[config.mk]
export PLATFORM = sky130hd
export DESIGN_NAME = rips_top
export DESIGN_NICKNAME = d
export VERILOG_FILES = /design/src/logic/rips_pkg.sv /design/src/logic/rips_top.sv
export SDC_FILE = /design/constraint.sdc
export NUM_CORES = 1
export LEC_CHECK = 0
export BUFFER_PORTS_ARGS = -buffer_cell sky130_fd_sc_hd__buf_2
export CORE_MARGIN = 1
export CORE_UTILIZATION = 45
export CTS_BUF_LIST = sky130_fd_sc_hd__clkbuf_4 sky130_fd_sc_hd__clkbuf_8
export DETAILED_ROUTE_END_ITERATION = 16
export PLACE_DENSITY = 0.83
export REMOVE_ABC_BUFFERS = 1
export SLEW_MARGIN = 10
export SYNTH_ARGS = -nofsm -noshare
export SYNTH_HDL_FRONTEND = slang
export SYNTH_SLANG_ARGS = --single-unit
[constraint.sdc]
create_clock -name pclk -period 5.8 [get_ports pclk]
set_input_delay 1.16 -clock pclk [delete_from_list [all_inputs] [get_ports pclk]]
set_output_delay 1.16 -clock pclk [all_outputs]
set_load 0.005 [all_outputs]
[src/logic/rips_pkg.sv]
// Constants, register map and carrier types for the reference input priority select block.
// Assumes a single pclk domain with asynchronous active-low reset and an APB register port.
// Function
// - each of four inputs has a two-bit rank, 00 lowest and 11 highest
// - equal ranks are broken in favour of the lower-numbered input, except on revert, which needs a strictly higher rank
// - prescaler select gives activity monitor divide by one or by four
// - revert disabled means a revalidated spare input never replaces a selected input that is still valid
// - revert enable is ignored unless the policy low bit is set
// - revert enable reads as cleared after reset
// - policy codes are 00 manual, 01 auto, 10 short holdover, 11 auto holdover
// - automatic policies select from loss states and ranks, not the manual field
// - manual policies take the input straight from the manual select field
package rips_pkg;

  localparam int RIPS_NREF = 4;
  localparam int RIPS_EV_W = 4;

  // Register indices; byte address is four times the index
  localparam logic [7:0] RIPS_IDX_PRIO = 8'h14;
  localparam logic [7:0] RIPS_IDX_CTRL = 8'h15;
  localparam logic [7:0] RIPS_IDX_HOLD = 8'h16;
  localparam logic [7:0] RIPS_IDX_MON = 8'h17;
  localparam logic [7:0] RIPS_IDX_STAT = 8'h18;
  localparam logic [7:0] RIPS_IDX_IRQ_STAT = 8'h19;
  localparam logic [7:0] RIPS_IDX_IRQ_CLR = 8'h1A;
  localparam logic [7:0] RIPS_IDX_IRQ_EN = 8'h1B;

  localparam logic [11:0] RIPS_ADDR_PRIO = {2'h0, RIPS_IDX_PRIO, 2'h0};
  localparam logic [11:0] RIPS_ADDR_CTRL = {2'h0, RIPS_IDX_CTRL, 2'h0};
  localparam logic [11:0] RIPS_ADDR_HOLD = {2'h0, RIPS_IDX_HOLD, 2'h0};
  localparam logic [11:0] RIPS_ADDR_MON = {2'h0, RIPS_IDX_MON, 2'h0};
  localparam logic [11:0] RIPS_ADDR_STAT = {2'h0, RIPS_IDX_STAT, 2'h0};
  localparam logic [11:0] RIPS_ADDR_IRQ_STAT = {2'h0, RIPS_IDX_IRQ_STAT, 2'h0};
  localparam logic [11:0] RIPS_ADDR_IRQ_CLR = {2'h0, RIPS_IDX_IRQ_CLR, 2'h0};
  localparam logic [11:0] RIPS_ADDR_IRQ_EN = {2'h0, RIPS_IDX_IRQ_EN, 2'h0};

  // Reset values
  localparam logic [7:0] RIPS_RST_PRIO = 8'hE4;
  localparam logic [7:0] RIPS_RST_CTRL = 8'h00;
  localparam logic [7:0] RIPS_RST_HOLD = 8'h80;
  localparam logic [7:0] RIPS_RST_MON = 8'h80;
  localparam logic [7:0] RIPS_RST_IRQ_EN = 8'h00;

  // Selection policy codes
  localparam logic [1:0] RIPS_POL_MANUAL = 2'h0;
  localparam logic [1:0] RIPS_POL_AUTO = 2'h1;
  localparam logic [1:0] RIPS_POL_HOLD_SHORT = 2'h2;
  localparam logic [1:0] RIPS_POL_AUTO_HOLD = 2'h3;

  // Interrupt event bit positions
  localparam int RIPS_EV_SWITCH = 0;
  localparam int RIPS_EV_LOSS = 1;
  localparam int RIPS_EV_REVAL = 2;
  localparam int RIPS_EV_NOREF = 3;

  // Control register; reserved bit 7 reads zero
  typedef struct packed {
    logic rsvd;
    logic ref_loss_block;
    logic monitor_prediv_sel;
    logic revert_enable;
    logic [1:0] select_policy;
    logic [1:0] manual_select;
  } rips_ctrl_t;

  typedef struct packed {
    logic [1:0] holdoff_ref_divider;
    logic [3:0] ref_in_powerdown;
    logic [1:0] activity_window_count;
  } rips_mon_t;

  typedef struct packed {
    logic psel;
    logic penable;
    logic pwrite;
    logic [11:0] paddr;
    logic [31:0] pwdata;
    logic [3:0] pstrb;
  } rips_apb_req_t;

  typedef enum logic [0:0] {
    RIPS_ST_MANUAL,
    RIPS_ST_AUTO
  } rips_state_t;

endpackage

[src/logic/rips_top.sv]
// Reference input priority select: APB registers, loss-flag synchronisers, selection FSM, interrupt.
// Assumes loss flags arrive asynchronously from the input monitors and pclk runs at 125 MHz.
`timescale 1ns/1ps
module rips_top
  import rips_pkg::*;
(
  input wire logic pclk,
  input wire logic presetn,
  input wire logic psel,
  input wire logic penable,
  input wire logic pwrite,
  input wire logic [11:0] paddr,
  input wire logic [31:0] pwdata,
  input wire logic [3:0] pstrb,
  output logic [31:0] prdata,
  output logic pready,
  output logic pslverr,
  input wire logic [3:0] ref_loss_flag,
  output logic [1:0] ref_select,
  output logic monitor_prediv_sel,
  output logic ref_loss_block,
  output logic [7:0] holdoff_period,
  output logic [1:0] holdoff_ref_divider,
  output logic [1:0] activity_window_count,
  output logic [3:0] ref_in_powerdown,
  output logic irq
);

  // Rank code of one input from the priority map; input 0 sits in the top bits
  function automatic logic [1:0] rank_of(input logic [7:0] map, input logic [1:0] idx);
    case (idx)
      2'h0: rank_of = map[7:6];
      2'h1: rank_of = map[5:4];
      2'h2: rank_of = map[3:2];
      default: rank_of = map[1:0];
    endcase
  endfunction

  // Rank in the high bits, inverted index below it so input 0 wins ties
  function automatic logic [3:0] score_of(input logic [7:0] map, input logic [1:0] idx);
    score_of = {rank_of(map, idx), ~idx};
  endfunction

  // Best input of a candidate mask: {found, index}
  function automatic logic [2:0] best_of(input logic [3:0] mask, input logic [7:0] map);
    logic found;
    logic [1:0] idx;
    logic [3:0] best;
    found = 1'b0;
    idx = 2'h0;
    best = 4'h0;
    for (int i = 0; i < RIPS_NREF; i++) begin
      if (mask[i] && (!found || score_of(map, 2'(i)) > best)) begin
        found = 1'b1;
        idx = 2'(i);
        best = score_of(map, 2'(i));
      end
    end
    best_of = {found, idx};
  endfunction

  rips_apb_req_t req;
  assign req = '{psel: psel, penable: penable, pwrite: pwrite, paddr: paddr, pwdata: pwdata, pstrb: pstrb};

  logic [7:0] prio_ff;
  rips_ctrl_t ctrl_ff;
  logic [7:0] hold_ff;
  rips_mon_t mon_ff;
  logic [RIPS_EV_W-1:0] irq_stat_ff;
  logic [RIPS_EV_W-1:0] irq_en_ff;
  logic irq_ff;
  logic [31:0] prdata_ff;
  logic pready_ff;
  logic pslverr_ff;
  logic [3:0] loss_meta_ff;
  logic [3:0] loss_sync_ff;
  logic [3:0] loss_prev_ff;
  logic [1:0] sel_ff;
  rips_state_t state_ff;

  logic [1:0] nxt_sel;
  rips_state_t nxt_state;
  logic [RIPS_EV_W-1:0] nxt_irq_stat;

  logic access;
  logic done;
  logic wr_done;
  logic mapped;
  logic [31:0] rd_word;
  logic [3:0] valid;
  logic [3:0] spare;
  logic [3:0] reval;
  logic auto_mode;
  logic [2:0] cand;
  logic [2:0] rv;
  logic [RIPS_EV_W-1:0] events;

  // APB slave: one wait state so that read data and ready come straight from flops
  assign access = req.psel && req.penable;
  assign done = access && pready_ff;
  assign wr_done = done && req.pwrite && req.pstrb[0];

  always_comb begin
    mapped = 1'b1;
    rd_word = 32'h0000_0000;
    case (req.paddr)
      RIPS_ADDR_PRIO: rd_word = {24'h00_0000, prio_ff};
      RIPS_ADDR_CTRL: rd_word = {24'h00_0000, ctrl_ff};
      RIPS_ADDR_HOLD: rd_word = {24'h00_0000, hold_ff};
      RIPS_ADDR_MON: rd_word = {24'h00_0000, mon_ff};
      RIPS_ADDR_STAT: rd_word = {25'h000_0000, state_ff == RIPS_ST_AUTO, sel_ff, loss_sync_ff};
      RIPS_ADDR_IRQ_STAT: rd_word = {28'h000_0000, irq_stat_ff};
      RIPS_ADDR_IRQ_CLR: rd_word = 32'h0000_0000;
      RIPS_ADDR_IRQ_EN: rd_word = {28'h000_0000, irq_en_ff};
      default: mapped = 1'b0;
    endcase
  end

  always_ff @(posedge pclk or negedge presetn) begin
    if (!presetn) begin
      pready_ff <= 1'b0;
    end else begin
      pready_ff <= access && !pready_ff;
    end
  end

  always_ff @(posedge pclk or negedge presetn) begin
    if (!presetn) begin
      prdata_ff <= 32'h0000_0000;
      pslverr_ff <= 1'b0;
    end else if (access && !pready_ff) begin
      prdata_ff <= req.pwrite ? 32'h0000_0000 : rd_word;
      pslverr_ff <= !mapped;
    end else begin
      prdata_ff <= 32'h0000_0000;
      pslverr_ff <= 1'b0;
    end
  end

  // Configuration registers
  always_ff @(posedge pclk or negedge presetn) begin
    if (!presetn) begin
      prio_ff <= RIPS_RST_PRIO;
    end else if (wr_done && req.paddr == RIPS_ADDR_PRIO) begin
      prio_ff <= req.pwdata[7:0];
    end
  end

  always_ff @(posedge pclk or negedge presetn) begin
    if (!presetn) begin
      ctrl_ff <= RIPS_RST_CTRL;
    end else if (wr_done && req.paddr == RIPS_ADDR_CTRL) begin
      ctrl_ff <= {1'b0, req.pwdata[6:0]};
    end
  end

  always_ff @(posedge pclk or negedge presetn) begin
    if (!presetn) begin
      hold_ff <= RIPS_RST_HOLD;
    end else if (wr_done && req.paddr == RIPS_ADDR_HOLD) begin
      hold_ff <= req.pwdata[7:0];
    end
  end

  always_ff @(posedge pclk or negedge presetn) begin
    if (!presetn) begin
      mon_ff <= RIPS_RST_MON;
    end else if (wr_done && req.paddr == RIPS_ADDR_MON) begin
      mon_ff <= req.pwdata[7:0];
    end
  end

  always_ff @(posedge pclk or negedge presetn) begin
    if (!presetn) begin
      irq_en_ff <= RIPS_RST_IRQ_EN[RIPS_EV_W-1:0];
    end else if (wr_done && req.paddr == RIPS_ADDR_IRQ_EN) begin
      irq_en_ff <= req.pwdata[RIPS_EV_W-1:0];
    end
  end

  // Loss flags come from other clocks; the first stage feeds only the second
  always_ff @(posedge pclk or negedge presetn) begin
    if (!presetn) begin
      loss_meta_ff <= 4'hF;
      loss_sync_ff <= 4'hF;
      loss_prev_ff <= 4'hF;
    end else begin
      loss_meta_ff <= ref_loss_flag;
      loss_sync_ff <= loss_meta_ff;
      loss_prev_ff <= loss_sync_ff;
    end
  end

  assign valid = ~loss_sync_ff;
  assign spare = ~(4'h1 << sel_ff);
  // An unselected input whose loss flag has just dropped
  assign reval = loss_prev_ff & ~loss_sync_ff & spare;
  // Policies 00 and 10 are manual; revert only matters when the low bit is set
  assign auto_mode = ctrl_ff.select_policy[0];
  assign cand = best_of(valid, prio_ff);
  assign rv = best_of(reval, prio_ff);

  // Selection state machine
  always_comb begin
    nxt_sel = sel_ff;
    nxt_state = state_ff;
    case (state_ff)
      RIPS_ST_MANUAL: begin
        nxt_sel = ctrl_ff.manual_select;
        if (auto_mode) begin
          nxt_state = RIPS_ST_AUTO;
          nxt_sel = sel_ff;
          if (cand[2]) begin
            nxt_sel = cand[1:0];
          end
        end
      end
      RIPS_ST_AUTO: begin
        if (!auto_mode) begin
          nxt_state = RIPS_ST_MANUAL;
          nxt_sel = ctrl_ff.manual_select;
        end else if (!valid[sel_ff]) begin
          // Nothing valid: stay put rather than chase a dead input
          if (cand[2]) begin
            nxt_sel = cand[1:0];
          end
        end else if (ctrl_ff.revert_enable && rv[2]) begin
          if (rank_of(prio_ff, rv[1:0]) > rank_of(prio_ff, sel_ff)) begin
            nxt_sel = rv[1:0];
          end
        end
      end
      default: begin
        nxt_state = RIPS_ST_MANUAL;
        nxt_sel = ctrl_ff.manual_select;
      end
    endcase
  end

  always_ff @(posedge pclk or negedge presetn) begin
    if (!presetn) begin
      state_ff <= RIPS_ST_MANUAL;
      sel_ff <= 2'h0;
    end else begin
      state_ff <= nxt_state;
      sel_ff <= nxt_sel;
    end
  end

  // Interrupt events; set wins over a clear in the same cycle
  always_comb begin
    events = '0;
    events[RIPS_EV_SWITCH] = nxt_sel != sel_ff;
    events[RIPS_EV_LOSS] = |(loss_sync_ff & ~loss_prev_ff);
    events[RIPS_EV_REVAL] = |(loss_prev_ff & ~loss_sync_ff);
    events[RIPS_EV_NOREF] = auto_mode && (loss_sync_ff == 4'hF) && (loss_prev_ff != 4'hF);
  end

  always_comb begin
    nxt_irq_stat = irq_stat_ff;
    if (wr_done && req.paddr == RIPS_ADDR_IRQ_CLR) begin
      nxt_irq_stat = nxt_irq_stat & ~req.pwdata[RIPS_EV_W-1:0];
    end
    nxt_irq_stat = nxt_irq_stat | events;
  end

  always_ff @(posedge pclk or negedge presetn) begin
    if (!presetn) begin
      irq_stat_ff <= '0;
      irq_ff <= 1'b0;
    end else begin
      irq_stat_ff <= nxt_irq_stat;
      irq_ff <= |(nxt_irq_stat & irq_en_ff);
    end
  end

  assign prdata = prdata_ff;
  assign pready = pready_ff;
  assign pslverr = pslverr_ff;
  assign ref_select = sel_ff;
  // Monitor prescale: divide by four advised above 250 MHz inputs
  assign monitor_prediv_sel = ctrl_ff.monitor_prediv_sel;
  assign ref_loss_block = ctrl_ff.ref_loss_block;
  assign holdoff_period = hold_ff;
  assign holdoff_ref_divider = mon_ff.holdoff_ref_divider;
  assign activity_window_count = mon_ff.activity_window_count;
  assign ref_in_powerdown = mon_ff.ref_in_powerdown;
  assign irq = irq_ff;

endmodule

==> run_results.csv <==
group,metric,value,unit
run_status,outcome,"complete, no violations",
floorplanning,start_util,47.1,%
power,ir_drop,0.171,mV
placement,place_area,0.00409,mm²
min_path,min_from,"loss_meta_ff[2]$_DFF_PN1_",
setup_path,required,6.03,ns
logic_synthesis,syn-instance-count,333,
layout,antennaDiodeCount,0,
run,drv_cap,0,
layout,final_common_cell,"buf_2",
setup_path,r2r_slack,0.14,ns
setup_path,cp_top_family,"compound AO/OA/AOI/OAI gates",
placement,io_buffer_count,60,
cts,cts_tree,"built",
logic_synthesis,netlist_area,0.00368,mm²
setup_path,r2r-end,"irq$_DFF_PN0_",
logic_synthesis,ys_warn_count,0,
setup_path,critPathArrivalTime,5.89,ns
drt,wl_met3,524,µm
drt,wl_met1,3750,µm
sta,worst_pin_slew,1.09,ns
drt,dr_wl_met2,4430,µm
layout,layout.nets,488,
logic_synthesis,yosysTopAreaCellShare,32.0,%
sta,maxSlewViolCount,0,
layout,num-fill-cells,666,
min_path,hold_class,"reg2reg",
logic_synthesis,synth.distinct_cells,53,
global_route,grt_usage,21.9,%
sta,finalCritPeriodShare,97.5,%
floorplanning,core,0.00781,mm²
setup_path,crit_fanout,6,
logic_synthesis,ys_seq_area_share,44.8,%
setup_path,crit_buf_inv,2,
layout,final_area,0.00447,mm²
drt,dr.pass1.iters,5,
setup_path,worstSetupEndpointType,"flop",
min_path,hold_path_depth,0,
min_path,hold_path_end,"loss_sync_ff[2]$_DFF_PN1_",
setup_path,r2r.worst_path.cells,27,
placement,place_congestion,0.907,
drt,vias,2971,
logic_synthesis,synthFlopType,"dfrtp_1",
logic_synthesis,synth_top_area_cell,"dfrtp_1",
sta,slew_headroom,26.7,%
logic_synthesis,async_flop_share,100,%
power,p_leak,2.09,nW
drt,routed_wl,8920,µm
global_route,grt_pass1_wl,14500,µm
drt,top_layer_used,"met4",
placement,hpwl,6310,µm
cts,cts_root_buffer,"clkbuf_8",
cts,cts.path.max_buffers,2,
floorplanning,die_width,92.4,µm
drt,drt-vias-per-instance,5.65,
setup_path,cp_slowest_cell,"dfstp_2",
setup_path,start_kind,"flop",
global_route,antenna_found_initial,0,
drt,drc_errors,0,
setup_path,regToRegStartpoint,"loss_prev_ff[0]$_DFF_PN1_",
cts,htree_levels,3,
cts,numClockSinks,65,
drt,drtIter0Drc,225,
floorplanning,io_pins,112,
logic_synthesis,synth_edf_count,0,
logic_synthesis,yosys-top-cells-area,"dfrtp_1 (32%), dfstp_2 (13%), mux2_2 (11%)",
layout,drive_gt1_share,45.0,%
setup_path,worstSetupPathType,"reg2reg",
sta,layout_min_cycle_time,5.66,ns
logic_synthesis,postSynthRegisterBits,65,
sta,max_freq,0.177,GHz
placement,dp.cells,503,
cts,clock_latency,0.34,ns
drt,wl_per_cell,17.0,µm
logic_synthesis,postSynthAreaPerCell,11.1,µm²
global_route,grt-ovfl-total,0,
drt,detail-route-antenna-nets,0,
cts,hold_buffers,0,
layout,mostFrequentLayoutCells,"buf_2 (60), dfrtp_1 (47), mux2_2 (36), nand2_1 (24), conb_1 (24)",
cts,clk_pin_slew,0.07,ns
layout,layoutNonFillerInstCount,526,
global_route,grt_pass1_vias,2919,
floorplanning,die_y,92.4,µm
layout,layout-area-overhead-vs-synth,21.5,%
setup_path,slowest_delay,0.57,ns
sta,setup_viol,0,
global_route,grt_max_degree,66,
sta,final-hold-violation-count,0,
cts,cts_buffers,9,
power,power_density,207,mW/mm²
floorplanning,die-area,0.00855,mm²
sta,clock_skew,0.00597,ns
floorplanning,row_count,32,
==> cell usage after synthesis, drive strengths merged (2+ instances only) <==
cell type	n
a31oi	3
nand2	25
nand4	3
a221o	2
nor2b	6
nor2	15
clkbuf	3
a222oi	4
or2	4
a211oi	2
nor4	5
nor3	9
a31o	2
a21oi	24
nand3	5
mux2	38
ha	12
mux4	2
buf	29
mux2i	8
nand2b	5
o22ai	2
a21o	5
o21ai	14
o31ai	2
a221oi	4
inv	13
dfstp	18
a22oi	9
dfrtp	47
==> worst reg2reg max path, stage by stage, from the launching register on <==
cell,delay (ns)
dfstp_2,0.57
nand2b_4,0.07
nor2_4,0.13
nand2_2,0.09
ha_4,0.28
a31oi_4,0.09
a211oi_4,0.33
buf_6,0.16
nor2_2,0.04
a22oi_2,0.18
ha_2,0.20
a21oi_2,0.06
a31o_4,0.26
a21o_1,0.19
ha_1,0.28
a21oi_2,0.13
inv_2,0.06
o21ai_4,0.15
mux2_4,0.33
ha_4,0.24
nor2b_1,0.12
o211ai_1,0.28
a21o_1,0.15
a211oi_2,0.04
a221o_1,0.40
mux2_4,0.21
nand4_1,0.14
a221o_1,0.36
==> metrics by stage <==
stage	worst slack (ns)	hold WS, ns	power (mW)	TNS, ns	util (%)
floorplan	0.122	0.345	0.503	0	-
global placement	-0.157	0.347	0.539	-0.157	52.4
detailed placement	-0.350	0.347	0.540	-0.425	52.4
CTS	0.0161	0.357	0.929	0	55.7
global route	-0.00466	0.362	0.965	-0.00466	57.3
finish	0.143	0.356	0.928	0	57.3
==> worst max path at each step <==
stage / endpoint / slack, ns / from / cells after the start
floorplan: irq$_DFF_PN0_ / 0.12 / ref_select[1]$_DFF_PN0_ / 27
global placement: irq$_DFF_PN0_ / -0.16 / loss_prev_ff[0]$_DFF_PN1_ / 27
detailed placement: irq$_DFF_PN0_ / -0.35 / loss_prev_ff[0]$_DFF_PN1_ / 27
CTS: irq$_DFF_PN0_ / 0.02 / loss_prev_ff[0]$_DFF_PN1_ / 28
global route: irq$_DFF_PN0_ / -0.005 / loss_prev_ff[0]$_DFF_PN1_ / 27
finish: irq$_DFF_PN0_ / 0.14 / loss_prev_ff[0]$_DFF_PN1_ / 27
==> sequential cells by signal, indices dropped and copies added, names as in the netlist, 4 cells and up <==
register / count
loss_sync_ff: 4
holdoff_period: 8
ref_in_powerdown: 4
ctrl_ff: 4
loss_prev_ff: 4
prdata: 8
irq_en_ff: 4
prio_ff: 8
loss_meta_ff: 4
irq_stat_ff: 4
==> report_power, final <==
group / switching [mW] / internal (mW) / leakage [nW] / total (mW)
sequential: 0.00522 / 0.462 / 0.828 / 0.467
clock: 0.185 / 0.202 / 0.100 / 0.387
combinational: 0.0449 / 0.0286 / 1.17 / 0.0735
total: 0.236 / 0.692 / 2.09 / 0.928
==> cell type report <==
class                      count  area, µm²  area share, %
multi-input combinational    246       1950           43.7
clock buffer                   9        124           2.77
clock inverter                 7       77.6           1.73
timing repair buffer          84        492           11.0
sequential                    65       1650           36.9
tap                          102        128           2.85
inverter                      13       48.8           1.09
==> routing by layer <==
metal	global-route usage, %	vias up
li1	-	1348
met1	27.9	1474
met2	35.4	130
met3	5.25	19
met4	9.64	0
met5	0	-
==> cell families (layout without fill, tap and decap cells) <==
logic type,count (synthesis),after routing,synth area share [%]
fa+ha+maj,12,12,4.08
flops,65,65,44.8
mux,48,48,15.0
other cells,1,24,0.102
simple gates,81,81,13.4
compound gates,79,79,14.5
buf+inv,45,113,7.65
xor+xnor,2,2,0.476
==> repair_timing <==
item                                    CTS  global route
resized for setup                         6            21
pin swaps                                 4            14
endpoints found under the setup margin    2             2
buffers inserted                          4             3
Note: power is estimated with default switching activity, not from simulation.
